$ cat src/shared/arc_pkg.sv
`default_nettype none
package arc_pkg;
   // register port geometry
   localparam int ARC_ADDR_W = 3;
   localparam int ARC_DATA_W = 8;
   localparam int ARC_RES_W = 10;

   // register indices on the plain port
   localparam logic [2:0] ARC_OFF_SC1 = 3'h0;
   localparam logic [2:0] ARC_OFF_SC2 = 3'h1;
   localparam logic [2:0] ARC_OFF_RES_HI = 3'h2;
   localparam logic [2:0] ARC_OFF_RES_LO = 3'h3;
   localparam logic [2:0] ARC_OFF_CV_HI = 3'h4;
   localparam logic [2:0] ARC_OFF_CV_LO = 3'h5;
   localparam logic [2:0] ARC_OFF_CFG = 3'h6;

   // status_control_one fields
   localparam int ARC_SC1_CONVERSION_COMPLETE_FLAG_BIT = 7;
   localparam int ARC_SC1_CH_MSB = 4;
   localparam int ARC_SC1_CH_LSB = 0;
   localparam logic [4:0] ARC_CH_DISABLED = 5'h1f;

   // status_control_two fields
   localparam int ARC_SC2_ACTIVE_BIT = 7;
   localparam int ARC_SC2_TRIG_BIT = 6;
   localparam int ARC_SC2_CMPEN_BIT = 5;
   localparam int ARC_SC2_CMPGE_BIT = 4;

   // configuration: conversion-width field
   localparam int ARC_CFG_MODE_MSB = 3;
   localparam int ARC_CFG_MODE_LSB = 2;
   localparam logic [1:0] ARC_MODE_8BIT = 2'h0;
   localparam logic [1:0] ARC_MODE_10BIT = 2'h2;

   // values after reset
   localparam logic [7:0] ARC_RST_BYTE = 8'h00;
   localparam logic [4:0] ARC_RST_CHANNEL = 5'h1f;
   localparam logic [1:0] ARC_RST_MODE = 2'h0;

   // conversion sequencing
   typedef enum logic {ARC_IDLE, ARC_BUSY} arc_conv_state_t;

   // the active width follows the mode field
   function automatic logic arc_is_10bit(input logic [1:0] mode);
      return mode == ARC_MODE_10BIT;
   endfunction
endpackage
`default_nettype wire

$ cat src/arc_trig_sync.sv
`timescale 1ns/1ps
`default_nettype none
module arc_trig_sync (
   // clock and reset
   input wire logic i_clock,
   input wire logic i_srst,
   // trigger level in, start pulse out
   input wire logic i_level,
   output logic o_rise
);
   typedef struct packed {
      logic meta;
      logic sync;
      logic last;
   } arc_sync_state_t;

   arc_sync_state_t r;
   arc_sync_state_t next_r;

   // first stage feeds only the second one
   always_comb begin
      next_r.meta = i_level;
      next_r.sync = r.meta;
      next_r.last = r.sync;
   end

   always_ff @(posedge i_clock) begin
      if (i_srst) begin
         r <= '0;
      end else begin
         r <= next_r;
      end
   end

   // one request per rising transition
   assign o_rise = r.sync & ~r.last;
endmodule
`default_nettype wire

$ cat src/arc_cmp.sv
`timescale 1ns/1ps
`default_nettype none
module arc_cmp #(
   parameter int RES_W = 10
) (
   // result and compare value
   input wire logic [RES_W-1:0] i_result,
   input wire logic [RES_W-1:0] i_value,
   // configuration
   input wire logic i_width10,
   input wire logic i_greater_equal,
   // condition
   output logic o_true
);
   logic [RES_W-1:0] res_eff;
   logic [RES_W-1:0] val_eff;

   // 8-bit mode drops the upper bits of both sides
   always_comb begin
      res_eff = i_result;
      val_eff = i_value;
      if (!i_width10) begin
         res_eff[RES_W-1:8] = '0;
         val_eff[RES_W-1:8] = '0;
      end
   end

   // unsigned compare, direction from the ge bit
   assign o_true = i_greater_equal ? (res_eff >= val_eff)
                                   : (res_eff < val_eff);
endmodule
`default_nettype wire

$ cat src/arc_ctrl.sv
// What this block does
// - active flag sets when conversion starts, clears on finish or abort.
// - trigger select 0 starts on control-one write; 1 on hardware trigger.
// - automatic compare works only while compare enable is set.
// - direction 1: condition true when result is at least the compare value.
// - direction 0, default: condition true only when result is below it.
// - high result holds top two bits; both zero in 8-bit mode.
// - results load at every completion unless locked or compare enabled and false.
// - 10-bit mode: high result read locks transfers until low result read.
// - results completing while locked are discarded, never buffered.
// - 8-bit mode: no lock between the two result bytes.
// - changing the width mode invalidates both result registers.
// - low result holds low eight bits of 10-bit or all of 8-bit.
// - high compare bits used only in 10-bit mode with compare on.
// - low compare byte compared against low result bits in both modes.
// - complete flag sets at every completion, or only on true compare.
// - complete flag clears on control-one write or low result read.
// - control-one write aborts; restarts with trigger select 0 unless channel is all ones.
// - width code 00 selects 8-bit, 10 selects 10-bit, others reserved.
`timescale 1ns/1ps
`default_nettype none
module arc_ctrl #(
   parameter int RES_W = 10
) (
   // clock and reset
   input wire logic i_clock,
   input wire logic i_srst,
   // register port
   input wire logic [arc_pkg::ARC_ADDR_W-1:0] i_addr,
   input wire logic [arc_pkg::ARC_DATA_W-1:0] i_wdata,
   input wire logic i_wr,
   input wire logic i_rd,
   output logic [arc_pkg::ARC_DATA_W-1:0] o_rdata,
   // hardware trigger from another block
   input wire logic i_hw_trigger_input,
   // analog core handshake
   output logic o_conv_start,
   output logic o_conv_abort,
   output logic [4:0] o_channel_select,
   output logic [1:0] o_mode,
   input wire logic i_conv_done,
   input wire logic [RES_W-1:0] i_conv_result,
   // status levels
   output logic o_conversion_active_flag,
   output logic o_conversion_complete_flag
);
   import arc_pkg::*;

   typedef struct packed {
      arc_conv_state_t state;
      logic active;
      logic conversion_complete_flag;
      logic trigger_select;
      logic compare_enable;
      logic compare_greater_equal;
      logic [4:0] channel_select;
      logic [1:0] mode;
      logic [7:0] res_hi;
      logic [7:0] res_lo;
      logic [7:0] cv_hi;
      logic [7:0] cv_lo;
      logic lock;
      logic start;
      logic abort;
      logic [7:0] rdata;
   } arc_ctrl_state_t;

   arc_ctrl_state_t r;
   arc_ctrl_state_t next_r;

   logic hw_rise;
   logic cmp_true;
   logic [RES_W-1:0] cmp_value;

   // helpers for the decode below
   logic wr_sc1;
   logic wr_sc2;
   logic wr_cvh;
   logic wr_cvl;
   logic wr_cfg;
   logic rd_hi;
   logic rd_lo;
   logic width10;
   logic done_ok;
   logic load_ok;
   logic sw_start;
   logic hw_start;
   logic [1:0] new_mode;

   // hardware trigger crossing and edge pick
   arc_trig_sync u_trig (
      .i_clock(i_clock),
      .i_srst(i_srst),
      .i_level(i_hw_trigger_input),
      .o_rise(hw_rise)
   );

   // compare value spans both compare bytes
   assign cmp_value = {r.cv_hi[RES_W-9:0], r.cv_lo};

   // compare of the incoming result against the stored value
   arc_cmp #(
      .RES_W(RES_W)
   ) u_cmp (
      .i_result(i_conv_result),
      .i_value(cmp_value),
      .i_width10(width10),
      .i_greater_equal(r.compare_greater_equal),
      .o_true(cmp_true)
   );

   // address decode for writes and side-effect reads
   always_comb begin
      wr_sc1 = 1'b0;
      wr_sc2 = 1'b0;
      wr_cvh = 1'b0;
      wr_cvl = 1'b0;
      wr_cfg = 1'b0;
      rd_hi = 1'b0;
      rd_lo = 1'b0;
      if (i_addr == ARC_OFF_SC1) begin
         wr_sc1 = i_wr;
      end else if (i_addr == ARC_OFF_SC2) begin
         wr_sc2 = i_wr;
      end else if (i_addr == ARC_OFF_RES_HI) begin
         rd_hi = i_rd;
      end else if (i_addr == ARC_OFF_RES_LO) begin
         rd_lo = i_rd;
      end else if (i_addr == ARC_OFF_CV_HI) begin
         wr_cvh = i_wr;
      end else if (i_addr == ARC_OFF_CV_LO) begin
         wr_cvl = i_wr;
      end else if (i_addr == ARC_OFF_CFG) begin
         wr_cfg = i_wr;
      end
   end

   // conditions shared by the next-state logic
   always_comb begin
      width10 = arc_is_10bit(r.mode);
      new_mode = i_wdata[ARC_CFG_MODE_MSB:ARC_CFG_MODE_LSB];
      // an abort in the same cycle wins over a finishing conversion
      done_ok = i_conv_done && (r.state == ARC_BUSY) && !wr_sc1;
      // a failed compare only blocks the load while compare is on
      load_ok = !(r.compare_enable && !cmp_true) && !r.lock;
      sw_start = wr_sc1 && !r.trigger_select
                 && (i_wdata[ARC_SC1_CH_MSB:ARC_SC1_CH_LSB] != ARC_CH_DISABLED);
      // a trigger seen during a conversion is dropped, not queued
      hw_start = hw_rise && r.trigger_select && (r.state == ARC_IDLE)
                 && (r.channel_select != ARC_CH_DISABLED);
   end

   // read data mux, answered in the following cycle
   function automatic logic [7:0] read_mux(input logic [2:0] addr, input arc_ctrl_state_t s);
      logic [7:0] d;
      d = 8'h00;
      if (addr == ARC_OFF_SC1) begin
         d[ARC_SC1_CONVERSION_COMPLETE_FLAG_BIT] = s.conversion_complete_flag;
         d[ARC_SC1_CH_MSB:ARC_SC1_CH_LSB] = s.channel_select;
      end else if (addr == ARC_OFF_SC2) begin
         d[ARC_SC2_ACTIVE_BIT] = s.active;
         d[ARC_SC2_TRIG_BIT] = s.trigger_select;
         d[ARC_SC2_CMPEN_BIT] = s.compare_enable;
         d[ARC_SC2_CMPGE_BIT] = s.compare_greater_equal;
      end else if (addr == ARC_OFF_RES_HI) begin
         d = s.res_hi;
      end else if (addr == ARC_OFF_RES_LO) begin
         d = s.res_lo;
      end else if (addr == ARC_OFF_CV_HI) begin
         d = s.cv_hi;
      end else if (addr == ARC_OFF_CV_LO) begin
         d = s.cv_lo;
      end else if (addr == ARC_OFF_CFG) begin
         d[ARC_CFG_MODE_MSB:ARC_CFG_MODE_LSB] = s.mode;
      end
      return d;
   endfunction

   // next state: bus effects first, then completion, then starts
   always_comb begin
      next_r = r;
      next_r.start = 1'b0;
      next_r.abort = 1'b0;
      next_r.rdata = 8'h00;

      // read data stand for exactly one cycle
      if (i_rd) begin
         next_r.rdata = read_mux(i_addr, r);
      end

      // control one: channel, clears the complete flag, aborts
      if (wr_sc1) begin
         next_r.channel_select = i_wdata[ARC_SC1_CH_MSB:ARC_SC1_CH_LSB];
         next_r.conversion_complete_flag = 1'b0;
         if (r.state == ARC_BUSY) begin
            next_r.abort = 1'b1;
            next_r.state = ARC_IDLE;
            next_r.active = 1'b0;
         end
      end

      // control two: bits 7 and 3..0 are not stored, low two are reserved
      if (wr_sc2) begin
         next_r.trigger_select = i_wdata[ARC_SC2_TRIG_BIT];
         next_r.compare_enable = i_wdata[ARC_SC2_CMPEN_BIT];
         next_r.compare_greater_equal = i_wdata[ARC_SC2_CMPGE_BIT];
      end

      // compare value bytes; only the low two bits of the high byte exist
      if (wr_cvh) begin
         next_r.cv_hi = {6'h00, i_wdata[1:0]};
      end
      if (wr_cvl) begin
         next_r.cv_lo = i_wdata;
      end

      // width mode: any change throws the held result away
      if (wr_cfg) begin
         next_r.mode = new_mode;
         if (new_mode != r.mode) begin
            next_r.res_hi = 8'h00;
            next_r.res_lo = 8'h00;
            next_r.lock = 1'b0;
         end
      end

      // read interlock exists only in 10-bit mode
      if (rd_hi && width10) begin
         next_r.lock = 1'b1;
      end
      if (rd_lo) begin
         next_r.lock = 1'b0;
         next_r.conversion_complete_flag = 1'b0;
      end

      // completion: the set beats a low-result-read clear in the same cycle
      if (done_ok) begin
         next_r.state = ARC_IDLE;
         next_r.active = 1'b0;
         if (load_ok) begin
            next_r.res_lo = i_conv_result[7:0];
            // 8-bit results keep the upper byte at zero
            next_r.res_hi = width10 ? {6'h00, i_conv_result[RES_W-1:8]} : 8'h00;
         end
         if (!r.compare_enable || cmp_true) begin
            next_r.conversion_complete_flag = 1'b1;
         end
      end

      // start a conversion from whichever trigger is selected
      if (sw_start || hw_start) begin
         next_r.state = ARC_BUSY;
         next_r.active = 1'b1;
         next_r.start = 1'b1;
      end
   end

   // one register stage for all control state
   always_ff @(posedge i_clock) begin
      if (i_srst) begin
         r.state <= ARC_IDLE;
         r.active <= 1'b0;
         r.conversion_complete_flag <= 1'b0;
         r.trigger_select <= 1'b0;
         r.compare_enable <= 1'b0;
         r.compare_greater_equal <= 1'b0;
         r.channel_select <= ARC_RST_CHANNEL;
         r.mode <= ARC_RST_MODE;
         r.res_hi <= ARC_RST_BYTE;
         r.res_lo <= ARC_RST_BYTE;
         r.cv_hi <= ARC_RST_BYTE;
         r.cv_lo <= ARC_RST_BYTE;
         r.lock <= 1'b0;
         r.start <= 1'b0;
         r.abort <= 1'b0;
         r.rdata <= ARC_RST_BYTE;
      end else begin
         r <= next_r;
      end
   end

   // every output straight from the state register
   assign o_rdata = r.rdata;
   assign o_conv_start = r.start;
   assign o_conv_abort = r.abort;
   assign o_channel_select = r.channel_select;
   assign o_mode = r.mode;
   assign o_conversion_active_flag = r.active;
   assign o_conversion_complete_flag = r.conversion_complete_flag;
endmodule
`default_nettype wire

$ cat config.mk
export PLATFORM = sky130hd
export DESIGN_NAME = arc_ctrl
export DESIGN_NICKNAME = d
export VERILOG_FILES = /design/src/shared/arc_pkg.sv /design/src/arc_trig_sync.sv /design/src/arc_cmp.sv /design/src/arc_ctrl.sv
export SDC_FILE = /design/constraint.sdc
export NUM_CORES = 1
export LEC_CHECK = 0
export ABC_AREA = 1
export BUFFER_PORTS_ARGS = -buffer_cell sky130_fd_sc_hd__buf_2
export CORE_MARGIN = 2
export CORE_UTILIZATION = 56
export DETAILED_ROUTE_END_ITERATION = 16
export PLACE_DENSITY_LB_ADDON = 0.25
export RECOVER_POWER = 100
export SYNTH_ARGS = -nofsm -noshare
export SYNTH_HDL_FRONTEND = slang
export SYNTH_HIERARCHICAL = 1
export SYNTH_SLANG_ARGS = --single-unit
export TNS_END_PERCENT = 1
$ cat constraint.sdc
create_clock -name i_clock -period 2.54 [get_ports i_clock]
set_input_delay 0.127 -clock i_clock [delete_from_list [all_inputs] [get_ports i_clock]]
set_output_delay 0.127 -clock i_clock [all_outputs]
set_load 0.005 [all_outputs]
-- Word level (Yosys, flattened, before mapping)
Index checks and enable logic that the tools add are counted.
- word-level logic and storage cells: 124
- bits in registers: 53
- bits of input ports: 27
- bitwise operators: 5
- reduce and logical (&&, ||, !) cells: 29
- $lt $le $gt $ge: 2
- mux-type cells: 58
- equality and inequality tests: 10
- operators by type and width (cell ; count):
    $mux 16 ; 4
    $mux 1 ; 38
    $mux 8 ; 3
    $mux 2 ; 7
    $mux 4 ; 3
    $ge 10x10->1 ; 1
    $logic_and 1x1->1 ; 10
    $lt 10x10->1 ; 1
    $ne 5x5->1 const B ; 2
    $eq 3x3->1 const B ; 3
    $eq 3x2->1 const B ; 2
    $logic_not 1->1 ; 6
    $mux 3 ; 2
    $reduce_bool 3->1 ; 2
    $reduce_or 2->1 ; 3
    $mux 5 ; 1
    $not 1->1 ; 4
    $reduce_and 2->1 ; 2
    $reduce_bool 2->1 ; 2
    $eq 3x1->1 const B ; 1
    $logic_not 3->1 ; 1
    $reduce_or 3->1 ; 1
    $eq 2x2->1 const B ; 1
    $logic_or 1x1->1 ; 2
    other kinds (2) ; 2

-- Depth between registers and ports, before layout
- depth after elaboration: 11
- gate-level depth with buffers: 20

-- Hierarchy
The synthesis kept the hierarchy.
- by module, submodules not included (module ; times used ; area each (µm²) ; cells an instance ; sequential area each (µm²)):
    arc_ctrl ; 1 ; 2378.5 ; 327 ; 1001.0
    arc_cmp ; 1 ; 347.8 ; 61 ; 0.0
    arc_trig_sync ; 1 ; 86.3 ; 10 ; 60.1

-- Worst setup path before layout
No wires, ideal clock.
- path kind: register -> register
- start point: register r (netlist bit o_mode[0])
- end point: register r[32] (netlist name)
- required time: 2.424 ns
- arrival: 2.159 ns
- buffers on the path: 1
- stages on the path, launching flop included: 20
- path slack: 0.265 ns
- cell sequence: dfxtp_1 -> inv_1 -> nand2_1 -> inv_1 -> nand2_1 -> inv_1 -> ha_1 -> nand2_2 -> inv_1 -> a21oi_2 -> nand2_1 -> nor2_1 -> nor2_1 -> nor2_1 -> inv_1 -> a21oi_1 -> nand3_2 -> buf_6 -> o21ai_0 -> nor2_1
- cells in the longest elaborated chain, start to end: 10
- elaborated cells between the ends (all ways): 15
- ends and longest elaborated chain (element ; RTL line ; RTL):
    start: declaration ; arc_ctrl.sv:68 ; arc_ctrl_state_t r;
    start signal: assignment ; arc_ctrl.sv:278 ; r <= next_r;
    $eq 2x2->1 (*) ; arc_pkg.sv:45 ; return mode == ARC_MODE_10BIT;
    net width10 ; arc_ctrl.sv:83 ; logic width10;
    $mux 2 ; arc_cmp.sv:22 ; if (!i_width10) begin
    $lt 10x10->1 or $ge 10x10->1 (tied branches) ; arc_cmp.sv:30, arc_cmp.sv:29 ;
    $mux 1 (*) ; arc_cmp.sv:29 ; assign o_true = i_greater_equal ? (res_eff >= val_eff)
    net cmp_true ; arc_ctrl.sv:72 ; logic cmp_true;
    $logic_not 1->1 (*) ; arc_ctrl.sv:145 ; load_ok = !(r.compare_enable && !cmp_true) && !r.lock;
    $logic_and 1x1->1 (*) ; arc_ctrl.sv:145 ;
    $logic_not 1->1 (*) ; arc_ctrl.sv:145 ;
    $logic_and 1x1->1 (*) ; arc_ctrl.sv:145 ;
    $mux 16 (*) ; arc_ctrl.sv:240 ; if (load_ok) begin
    $mux 16 (*) ; arc_ctrl.sv:237 ; if (done_ok) begin
Mark *: on every way through the listed nets, which the timed path passes. The rest lies on a longest branch.
A chain may end at the register's enable or synchronous reset.

-- Worst setup path in the final report
- start point: register r (netlist bit o_mode[0])
- end point: register r[35] (netlist name)
The elaborated chain is that of the path after synthesis.

==> results.yml <==
placed_design:
  hpwl_mm: 5.08
  pre_cts_ws_ns: 0.0916
  numPlacedInstances: 489
  gp_congestion: 0.919
  portBuffers: 45
layout:
  final_nets: 472
  fin_cells: 503
  antenna_cells: 0
  fill_cells: 457
  syn_to_final_growth_pct: 12.9
  drive_above_1_share: 0.193
route:
  detail-route-antenna-nets: 0
  first_iter_violations: 210
  drt_pass1_iterations: 4
  wire_per_inst_um: 14.0
  drc: 0
  num_vias: 2689
  drt-vias-per-instance: 5.35
  wl_mm: 7.07
grt:
  overflow: 0
  grt_pass1_vias: 2274
  grt_max_degree: 25
  antenna_found_initial: 0
  grt_pass1_wl_mm: 11.0
  track_usage: 0.261
logic_synthesis:
  synth_area_leader_cell: "dfxtp_1"
  synthDominantCellAreaShare: 0.377
  syn_area_um2: 2810
  ys_types: 25
  synth_area_leaders: "dfxtp_1, nand2_1, inv_1"
  ys_warn_count: 6
  seq_area_frac_synth: 0.377
  synthCells: 398
  synth.avg_cell_area_um2: 7.07
  syn_nets: 435
  synth-seq-cells: 53
power_and_ir_drop:
  power_density_nw_per_um2: 493
  p_leak_nw: 1.41
  ir_worst_vdd_v: 0.000199
floorplan:
  ios: 46
  die_area_um2: 5610
  die_width_um: 74.9
  die_h_um: 74.9
  rows: 25
  start_util: 0.588
  core_area_um2: 4790
sta:
  min_period_over_period: 0.915
  fin_worst_skew_ns: 0.0109
  fmaxAchievable_mhz: 430
  holdWs_ns: 0.00905
  finalCriticalPeriod_ns: 2.32
  tightest_slew_ns: 0.899
  hold_violations: 0
  setup_viol: 0
  slew_headroom: 0.401
  setup_slack_ns: 0.216
  drv_slew: 0
setup_path:
  endpoint_kind: "flip-flop"
  start_kind: "flip-flop"
  crit_path_top_delay_cell: "dfxtp_2"
  crit_path_max_fanout: 5
  arrival_ns: 2.48
  crit_family: "simple AND/OR/NAND/NOR gates"
  path_buf_inv: 6
  crit_type: "flip-flop to flip-flop"
  required_ns: 2.70
  crit_chain: "inv_2, nand2_2, inv_2, nand2_1, inv_1, ha_4, nand2_2, inv_1, a21oi_2, nand2_1, nor2_1, nor2_1, nor2_1, inv_1, a21oi_2, nand3_4, buf_4, nand3_2, a21oi_2"
  slowest_delay_ns: 0.34
clocking:
  cts_tree: "done"
  max-clock-path-buffers: 2
  clock-sinks: 53
  clk_pin_slew_ns: 0.10
  insertion_delay_ns: 0.31
  cts_max_level: 2
  root_buffer: "clkbuf_8"
  cts_hold_buf: 0
  cts_buffers: 5
job:
  maxCapViolations: 0
outcome:
  status: "completed"
min_path:
  hp-class: "primary input to flip-flop"
cell families after synthesis:
kind of cell	after synthesis	synth area share
AND/OR/NAND/NOR	193	0.321
buffers and inverters	83	0.146
AO/OA/AOI/OAI	59	0.111
flip-flops	53	0.377
adder cells (fa/ha/maj)	10	0.0445
registers in the layout, summed over array words and instances (netlist names):
| name | flops |
|---|---|
| cmp_value | 10 |
| u_trig/r | 1 |
| u_trig/next_r | 2 |
| o_conv_start | 1 |
| o_rdata | 8 |
| r | 21 |
| o_conversion_complete_flag | 1 |
| o_mode | 2 |
| o_conversion_active_flag | 1 |
| o_conv_abort | 1 |
| o_channel_select | 5 |
layer usage:
layer  vias up  share of wire  GRT usage  wire (um)
li1       1331              -          -          -
met2       113           0.46      0.413       3280
met1      1232           0.45      0.360       3190
met5         -              0          0          0
met4         0          0.024      0.113        170
met3        13          0.060     0.0295        422
path summary, 6_finish.rpt:
check | from | to | slack, ns | depth (start not counted)
max reg2reg | o_mode[0] | r[35] | 0.22 | 19
min reg2reg | u_trig/next_r[1] | u_trig/next_r[0] | 0.41 | 2
min | i_hw_trigger_input | u_trig/next_r[1] | 0.009 | 3
max | o_mode[0] | r[35] | 0.22 | 19
report_power, final:
group / internal [W] / leakage [nW] / switching, W
registers: 0.000850 / 0.430 / 0.0000143
logic: 0.0000737 / 0.935 / 0.000134
clock network: 0.000200 / 0.0447 / 0.000294
total: 0.00112 / 1.41 / 0.000442
cell usage in the layout, fill, tap and decap left out, drive strengths merged:
master    netlist  final
clkinvlp        0      1
a21oi          30     30
ha             10     10
or2             2      2
nand4          14     14
clkinv          0      1
nand2         104    104
buf            23     36
o21ai          27     27
a31oi           2      2
nor3b           1      1
dfxtp          53     53
nor3            3      3
inv            56     57
nand3          30     30
clkbuf          4     26
nor2           39     39
through the flow:
stage / total power, W / area (um^2) / utilization / TNS, ns
finish: 0.00157 / 3170 / 0.663 / 0
global route: 0.00163 / 3170 / 0.663 / -0.0292
CTS: 0.00156 / 3070 / 0.642 / 0
detailed placement: 0.00108 / 2980 / 0.622 / 0
global placement: 0.00107 / 2980 / 0.622 / 0
floorplan: 0.00102 / 2810 / - / 0
worst reg2reg max path, stage by stage (launching register included):
cell and delay (ns):
dfxtp_2 0.34, inv_2 0.05, nand2_2 0.06, inv_2 0.09, nand2_1 0.06, inv_1 0.09
ha_4 0.20, nand2_2 0.09, inv_1 0.06, a21oi_2 0.14, nand2_1 0.06, nor2_1 0.08
nor2_1 0.04, nor2_1 0.09, inv_1 0.05, a21oi_2 0.20, nand3_4 0.15, buf_4 0.19
nand3_2 0.06, a21oi_2 0.06
area by class of cell:
type | count | area [um^2] | share of cell area
clock buffer | 5 | 68.8 | 0.0217
inverter | 56 | 210 | 0.0662
sequential | 53 | 1060 | 0.335
clock inverter | 3 | 25.0 | 0.00788
multi-input combinational | 262 | 1390 | 0.438
timing repair buffer | 57 | 334 | 0.105
tap | 67 | 83.8 | 0.0264
cells in the mapped netlist:
library cell	instances
nand2_1	102
dfxtp_1	53
inv_1	45
nor2_1	37
a21oi_1	26
nand3_1	23
o21ai_0	19
buf_4	16
nand4_1	13
inv_2	11
ha_1	10
o21ai_1	8
nand3_2	7
buf_6	5
a21oi_2	4
clkbuf_1	4
a31oi_1	2
buf_2	2
nand2_2	2
nor2_4	2
nor3_4	2
or2_0	2
nand4_4	1
nor3_1	1
nor3b_1	1
what timing repair did:
action	in CTS	in global routing
hold endpoints to repair	0	0
endpoints found under the setup margin	0	16
gates resized for setup	0	16
buffers inserted	0	4
Power figures use the tool's default switching activity.
